===== config.mk =====
export PLATFORM = sky130hd
export DESIGN_NAME = eccp_ctrl
export DESIGN_NICKNAME = d
export VERILOG_FILES = /design/src/core/eccp_pkg.sv /design/src/core/eccp_ctrl.sv
export VERILOG_INCLUDE_DIRS = /design/src /design/src/core
export SDC_FILE = /design/constraint.sdc
export NUM_CORES = 1
export LEC_CHECK = 0
export BUFFER_PORTS_ARGS = -buffer_cell sky130_fd_sc_hd__buf_4
export CAP_MARGIN = 25
export CORE_MARGIN = 2
export CORE_UTILIZATION = 30
export CTS_CLUSTER_DIAMETER = 80
export DETAILED_ROUTE_END_ITERATION = 12
export PLACE_DENSITY_LB_ADDON = 0.2
export SYNTH_ARGS = -nofsm -noshare
export SYNTH_HDL_FRONTEND = slang
export SYNTH_SLANG_ARGS = --single-unit

===== constraint.sdc =====
create_clock -name clk -period 3.5 [get_ports clk]
set_input_delay 0.525 -clock clk [delete_from_list [all_inputs] [get_ports clk]]
set_output_delay 0.525 -clock clk [all_outputs]
set_load 0.005 [all_outputs]

===== src/core/eccp_defines.svh =====
// constants for the capture/compare/pwm control block
`ifndef ECCP_DEFINES_SVH
`define ECCP_DEFINES_SVH
`define ECCP_ADDR_W         4
`define ECCP_DATA_W         16
`define ECCP_ADDR_CTRL      4'h0
`define ECCP_ADDR_STAT      4'h1
`define ECCP_ADDR_MASK      4'h2
`define ECCP_ADDR_CAPT      4'h3
`define ECCP_ADDR_CMPV      4'h4
`define ECCP_CTRL_RESET     8'h00
`define ECCP_CTRL_MASK      8'hFF
`define ECCP_MODE_OFF       4'h0
`define ECCP_MODE_TOGGLE    4'h2
`define ECCP_MODE_CAP_FALL  4'h4
`define ECCP_MODE_CAP_RISE  4'h5
`define ECCP_MODE_CAP_4     4'h6
`define ECCP_MODE_CAP_16    4'h7
`define ECCP_MODE_CMP_HI    4'h8
`define ECCP_MODE_CMP_LO    4'h9
`define ECCP_MODE_CMP_SW    4'hA
`define ECCP_MODE_CMP_SPEV  4'hB
`define ECCP_PRESC_4        4'h3
`define ECCP_PRESC_16       4'hF
`define ECCP_STAT_W         2
`define ECCP_EV_FLAG        0
`define ECCP_EV_SPEV        1
`define ECCP_SEL_HI         3
`define ECCP_SEL_LO         2
`define ECCP_SEL_PWM        2'b11
`define ECCP_SEL_CAP        2'b01
`endif


===== src/core/eccp_pkg.sv =====
// types for the capture/compare/pwm control block
`default_nettype none
package eccp_pkg;
    typedef enum logic [1:0] {
        ECCP_STEER_SINGLE,
        ECCP_STEER_FWD,
        ECCP_STEER_HALF,
        ECCP_STEER_REV
    } eccp_steer_e;
    typedef struct packed {
        logic a;
        logic b;
        logic c;
        logic d;
    } eccp_pins_s;
    typedef struct packed {
        eccp_steer_e pwm_output_steering;
        logic [1:0]  duty_cycle_low_bits;
        logic [3:0]  unit_mode_select;
    } eccp_ctrl_s;
    typedef struct packed {
        eccp_ctrl_s  ctrl;
        logic [1:0]  stat;
        logic [1:0]  mask;
        logic [15:0] capt;
        logic [15:0] cmpv;
        logic [3:0]  presc;
        logic        pin;
        logic [2:0]  cap_sync;
        logic        cap_prev;
        logic [15:0] rdata;
    } eccp_state_s;
endpackage
`default_nettype wire


===== src/core/eccp_ctrl.sv =====
// capture/compare/pwm control logic with register port
// ------------------------------
// Overview of operation
// ------------------------------
// Overview of operation
// RULE_01: unless both upper mode bits are one, only output a carries capture/compare and b, c, d go back to the port.
// RULE_02: full-bridge reverse modulates b, holds c active and keeps a and d inactive.
// RULE_03: mode 1010 sets the interrupt flag on a match and leaves the pin at its port state.
// RULE_04: mode 1001 drives the pin high on entry, low on a match, and sets the flag.
// RULE_05: mode 1011 makes a match only reset the timer and never starts a conversion; the code also sets status bit 1 (ECCP_EV_SPEV) on the match.
// RULE_06: capture codes take every falling, rising, fourth or sixteenth rising edge; code zero disables and resets.
`timescale 1ns/1ps
`default_nettype none
`include "eccp_defines.svh"
module eccp_ctrl (
    input  wire logic                      clk,
    input  wire logic                      rst_n,
    input  wire logic                      ce,
    input  wire logic [`ECCP_ADDR_W-1:0]   addr,
    input  wire logic [`ECCP_DATA_W-1:0]   wdata,
    input  wire logic                      wr,
    input  wire logic                      rd,
    output logic      [`ECCP_DATA_W-1:0]   rdata,
    input  wire logic [15:0]               timer_value,
    input  wire logic                      pwm_wave,
    input  wire logic                      capture_pin,
    input  wire eccp_pkg::eccp_pins_s      port_value,
    output eccp_pkg::eccp_pins_s           pins_out,
    output eccp_pkg::eccp_pins_s           pins_by_unit,
    output logic                           timer_reset,
    output logic                           adc_start,
    output logic                           irq
);
    // ------------------------------
    // state
    // ------------------------------
    eccp_pkg::eccp_state_s s_q;
    eccp_pkg::eccp_state_s s_d;
    logic [3:0] mode;
    logic       match;
    logic       is_pwm;
    logic       cap_edge;
    logic       cap_rise;
    logic [1:0] ev;
    logic       entry;
    logic [3:0] pol_flip;
    eccp_pkg::eccp_pins_s pins_raw;

    assign mode   = s_q.ctrl.unit_mode_select;
    assign is_pwm = (mode[`ECCP_SEL_HI:`ECCP_SEL_LO] == `ECCP_SEL_PWM);
    assign match  = (timer_value == s_q.cmpv);

    // ------------------------------
    // capture synchroniser edges
    // ------------------------------
    assign cap_rise = s_q.cap_sync[2] & ~s_q.cap_prev & (s_q.cap_sync[2] == s_q.cap_sync[1]);
    assign cap_edge = (s_q.cap_sync[2] != s_q.cap_prev) && (s_q.cap_sync[2] == s_q.cap_sync[1]);

    // ------------------------------
    // next state
    // ------------------------------
    always_comb begin
        s_d     = s_q;
        ev      = '0;
        entry   = 1'b0;
        s_d.cap_sync = {s_q.cap_sync[1:0], capture_pin};
        if (cap_edge) begin
            s_d.cap_prev = s_q.cap_sync[2];
        end

        // ------------------------------
        // mode events
        // ------------------------------
        case (mode)
            `ECCP_MODE_CAP_FALL: begin
                if (cap_edge && !s_q.cap_sync[2]) begin
                    ev[`ECCP_EV_FLAG] = 1'b1; // RULE_06
                end
            end
            `ECCP_MODE_CAP_RISE: begin
                ev[`ECCP_EV_FLAG] = cap_rise; // RULE_06
            end
            `ECCP_MODE_CAP_4, `ECCP_MODE_CAP_16: begin
                if (cap_rise) begin
                    s_d.presc = s_q.presc + 4'h1;
                    if (s_q.presc == ((mode == `ECCP_MODE_CAP_4) ? `ECCP_PRESC_4
                                                                : `ECCP_PRESC_16)) begin
                        ev[`ECCP_EV_FLAG] = 1'b1; // RULE_06
                        s_d.presc = '0;
                    end
                end
            end
            `ECCP_MODE_TOGGLE: begin
                if (match) begin
                    s_d.pin = ~s_q.pin;
                    ev[`ECCP_EV_FLAG] = 1'b1;
                end
            end
            `ECCP_MODE_CMP_HI: begin
                if (match) begin
                    s_d.pin = 1'b1;
                    ev[`ECCP_EV_FLAG] = 1'b1;
                end
            end
            `ECCP_MODE_CMP_LO: begin
                if (match) begin
                    s_d.pin = 1'b0; // RULE_04
                    ev[`ECCP_EV_FLAG] = 1'b1; // RULE_04
                end
            end
            `ECCP_MODE_CMP_SW: begin
                ev[`ECCP_EV_FLAG] = match; // RULE_03
            end
            `ECCP_MODE_CMP_SPEV: begin
                ev[`ECCP_EV_SPEV] = match; // RULE_05
            end
            default: begin
            end
        endcase
        if (ev[`ECCP_EV_FLAG] && (mode[`ECCP_SEL_HI:`ECCP_SEL_LO] == `ECCP_SEL_CAP)) begin
            s_d.capt = timer_value; // RULE_06
        end

        // ------------------------------
        // register writes
        // ------------------------------
        if (wr) begin
            if (addr == `ECCP_ADDR_CTRL) begin
                s_d.ctrl  = eccp_pkg::eccp_ctrl_s'(wdata[7:0] & `ECCP_CTRL_MASK);
                s_d.presc = '0;
                entry     = (wdata[3:0] != mode);
                if (entry) begin
                    // compare pins take their starting level on entry
                    s_d.pin = (wdata[3:0] == `ECCP_MODE_CMP_LO); // RULE_04
                end
            end else if (addr == `ECCP_ADDR_STAT) begin
                s_d.stat = s_q.stat & ~wdata[`ECCP_STAT_W-1:0];
            end else if (addr == `ECCP_ADDR_MASK) begin
                s_d.mask = wdata[`ECCP_STAT_W-1:0];
            end else if (addr == `ECCP_ADDR_CMPV) begin
                s_d.cmpv = wdata;
            end
        end
        s_d.stat = s_d.stat | ev; // set wins over clear
        if (s_d.ctrl.unit_mode_select == `ECCP_MODE_OFF) begin
            s_d.presc = '0; // RULE_06
            s_d.pin   = 1'b0; // RULE_06
        end

        // ------------------------------
        // read data, valid one cycle after strobe
        // ------------------------------
        s_d.rdata = '0;
        if (rd) begin
            if (addr == `ECCP_ADDR_CTRL) begin
                s_d.rdata = {8'h00, s_q.ctrl};
            end else if (addr == `ECCP_ADDR_STAT) begin
                s_d.rdata = {14'h0000, s_q.stat};
            end else if (addr == `ECCP_ADDR_MASK) begin
                s_d.rdata = {14'h0000, s_q.mask};
            end else if (addr == `ECCP_ADDR_CAPT) begin
                s_d.rdata = s_q.capt;
            end else if (addr == `ECCP_ADDR_CMPV) begin
                s_d.rdata = s_q.cmpv;
            end
        end
    end

    // ------------------------------
    // registers
    // ------------------------------
    always_ff @(posedge clk) begin
        if (!rst_n) begin
            s_q <= '0;
        end else if (ce) begin
            s_q <= s_d;
        end
    end

    // ------------------------------
    // outputs
    // ------------------------------
    assign rdata       = s_q.rdata;
    assign irq         = |(s_q.stat & s_q.mask);
    assign timer_reset = ev[`ECCP_EV_SPEV] & ce; // RULE_05
    assign adc_start   = 1'b0; // RULE_05

    // ------------------------------
    // pin steering
    // ------------------------------
    always_comb begin
        pins_raw     = port_value;
        pins_by_unit = '0;
        if (!is_pwm) begin
            pins_by_unit.a = (mode != `ECCP_MODE_OFF) && (mode != `ECCP_MODE_CMP_SW); // RULE_03
            if (pins_by_unit.a) begin
                pins_raw.a = s_q.pin; // RULE_01
            end
        end else begin
            pins_by_unit = '1;
            case (s_q.ctrl.pwm_output_steering)
                eccp_pkg::ECCP_STEER_SINGLE: pins_raw = '{pwm_wave, pwm_wave, pwm_wave, pwm_wave};
                eccp_pkg::ECCP_STEER_FWD:    pins_raw = '{1'b1, 1'b0, 1'b0, pwm_wave};
                eccp_pkg::ECCP_STEER_HALF: begin
                    pins_raw     = '{pwm_wave, ~pwm_wave, port_value.c, port_value.d};
                    pins_by_unit = '{1'b1, 1'b1, 1'b0, 1'b0};
                end
                default: pins_raw = '{1'b0, pwm_wave, 1'b1, 1'b0}; // RULE_02
            endcase
        end
    end

    // ------------------------------
    // output polarity
    // ------------------------------
    // low-active options: mode bit 1 on a/c, bit 0 on b/d
    for (genvar i = 0; i < $bits(eccp_pkg::eccp_pins_s); i++) begin : gen_pol
        assign pol_flip[i] = is_pwm & mode[i % 2] & pins_by_unit[i];
    end

    assign pins_out = pins_raw ^ pol_flip;
endmodule
`default_nettype wire


==> flow_summary.toml <==
[sta]
whs_ps = 447.7
setup_tns_ps = 0
maxSlewHeadroom_pct = 48.75
slew_violations = 0
grt_setup_unrepaired = "no"
fmax_ghz = 0.3856
setup_violations = 0
final-hold-violation-count = 0
fin_crit_sh_pct = 74.10
tightest_slew_ps = 768.7
fin_skew_ps = 3.549
min_period_ps = 2593

[placed_design]
place_congestion = 0.7975
placed_area_um2 = 4420
hpwl_mm = 7.114
io_buffer_count = 72

[synthesis]
synth-edff-count = 0
yosys-top-cells-count = "dfxtp_1, mux2i_1, nand2_1"
post_synth_main_area_contributors = "dfxtp_1, mux2i_1, nor2b_1"
yosysMostFrequentCell = "dfxtp_1"
synth_cell_types = 58
yosysSeqAreaShare_pct = 35.28
synth_seq_cells = 69
synth_area_um2 = 3915
async_flop_share_pct = 0
synth.avg_cell_area_um2 = 8.959
yosys_warnings = 0
synth_ff_type = "dfxtp_1"
synth_top_cell_area_share_pct = 35.28
synthCells = 437
synth_fp_nets = 488
synth_top_cell_by_area = "dfxtp_1"

[floorplanning]
core_area_um2 = 12670
start_util_pct = 30.90
chipHeight_um = 118.2
die_w_um = 118.2
io_pins = 74
dieArea_um2 = 13980
rows = 41

[grt]
grt-ovfl-total = 0
grt_usage_pct = 14.92
antenna_found_initial = 0
grt_pass1_wl_mm = 16.52
grt_pass1_vias = 3081
grt_max_degree = 89

[clocking]
cts_hold_buf = 0
post_cts_buffers = 0
clock-sinks = 69
cts.clk_slew.worst_paths_ps = 60
tritoncts = "yes"
cts_resized = 0
htreeDepth = 3
cts-root-buf = "clkbuf_16"
cts.path.max_buffers = 2
cts-buffers-inserted = 9
clk_latency_ps = 330

[worst_setup_path]
critical_path.top_delay_family = "simple AND/OR/NAND/NOR gates"
crit_fanout = 4
crit_buf_inv = 1
cp.arrival_ps = 2070
max_stage_delay_ps = 420
critPathKind = "flip-flop to output pin"
critPathLaunchType = "flip-flop"
crit_chain = "xor2_1 -> nor4_1 -> nand4_1 -> nor3_1 -> buf_4"
cpMaxStageDelayCell = "nor3_1"
crit_required_ps = 2970
critPathCaptureType = "output pin"

[cells_and_area]
drive_gt1_share_pct = 20.66
area_growth_syn_to_layout_pct = 20.61
num_antenna_cells = 0
design_area_um2 = 4722
finalNetCount = 530

[detailed_routing]
ant_nets = 0
first_pass_iters = 4
vias_per_cell = 4.838
drt_iter0_markers = 144
drc_errors = 0
wl_per_cell_um = 15.71
routed_wl_mm = 10.31
vias = 3174

[power]
peakVddDrop_v = 0.0001969
power.density_nw_per_um2 = 396.4
p_leak_uw = 0.001799

[outcome]
status = "complete, no violations"

[run]
maxCapViolations = 0

[worst_hold_path]
hold_class = "primary input to flip-flop"
-- cells in the final DEF (no fill, tap or decap), types with 2 or more instances in the layout --
master | Yosys | layout
clkinvlp_4 | 0 | 3
nand4_1 | 5 | 5
clkinv_2 | 0 | 2
nor4b_1 | 2 | 2
ha_1 | 4 | 4
nand3_1 | 7 | 7
and2_1 | 17 | 17
o22ai_1 | 5 | 5
nor3_1 | 4 | 4
nor2b_1 | 36 | 35
dfxtp_1 | 69 | 69
a22oi_1 | 12 | 12
buf_4 | 20 | 77
o2bb2ai_1 | 12 | 12
or3_1 | 2 | 2
o21ai_0 | 13 | 13
a222oi_1 | 4 | 4
clkbuf_16 | 0 | 9
inv_1 | 7 | 7
xor2_1 | 17 | 17
mux2i_1 | 48 | 48
nand2b_1 | 9 | 9
a22o_1 | 2 | 2
xnor2_1 | 8 | 8
nand2_1 | 43 | 43
o32a_1 | 2 | 2
nor4bb_1 | 2 | 2
a21o_1 | 2 | 2
o2111ai_1 | 2 | 2
o21a_1 | 2 | 2
nor2_1 | 11 | 11
a21boi_0 | 5 | 5
nor4_1 | 4 | 4
nor3b_1 | 2 | 2
a21oi_1 | 11 | 11
-- cell type report --
class,instances,area (um^2)
fill,1315,7949
timing repair buffer,77,578.1
inverter,8,30.03
clock inverter,6,62.56
tap,172,215.2
multi-input combinational,314,2216
sequential,69,1381
clock buffer,10,239.0
-- report_power, final --
part / internal [uW] / switching [uW]
clock network: 568 / 357
logic: 71.8 / 80.6
registers: 789 / 5.19
total: 1430 / 442
-- cell families (layout without fill, tap and decap cells) --
kind of cell	after synthesis	after routing	share of synthesized area (%)
adder cells (fa/ha/maj)	4	4	1.278
XOR/XNOR	25	25	5.593
other	1	1	0.09579
AO/OA/AOI/OAI	83	83	15.40
multiplexers	48	48	12.27
buffers and inverters	54	101	8.181
AND/OR/NAND/NOR	153	153	21.89
flip-flops	69	69	35.28
-- worst reg2reg max path, stage by stage (launching register included) --
cell	delay, ps
dfxtp_1	330
xor2_1	170
nor4_1	340
nand4_1	290
ha_1	350
nor4b_1	260
nor3_1	80
o22ai_1	130
mux2i_1	90
a22o_1	200
-- routing by layer --
layer	global-route usage (%)	wire (um)	vias up
met2	23.45	4743	70
met3	3.523	489	12
met5	0	0	-
li1	-	-	1614
met4	5.497	151	0
met1	19.81	4924	1478
-- sequential cells by signal, summed over array words and instances (netlist names) --
name	cells
mode	4
rdata	16
s_d	2
s_q	47
-- worst paths after layout --
| check | from | depth (start not counted) | to | slack [ps] |
|---|---|---|---|---|
| min reg2reg | s_q[41] | 2 | s_q[41] | 450 |
| min | wdata[15] | 3 | s_q[40] | 450 |
| max reg2reg | s_q[34] | 9 | s_q[20] | 1160 |
| max | s_q[34] | 5 | timer_reset | 910 |
-- stage by stage --
step,total power (uW),utilization [%],std cells,worst slack (ps)
floorplan,885.9,-,437,1317
global placement,964.7,34.89,640,897.0
detailed placement,965.9,34.89,640,852.0
finish,1872,37.27,656,906.5
CTS,1893,37.27,656,891.5
global route,1940,37.27,656,790.9
Power figures use the tool's default switching activity.
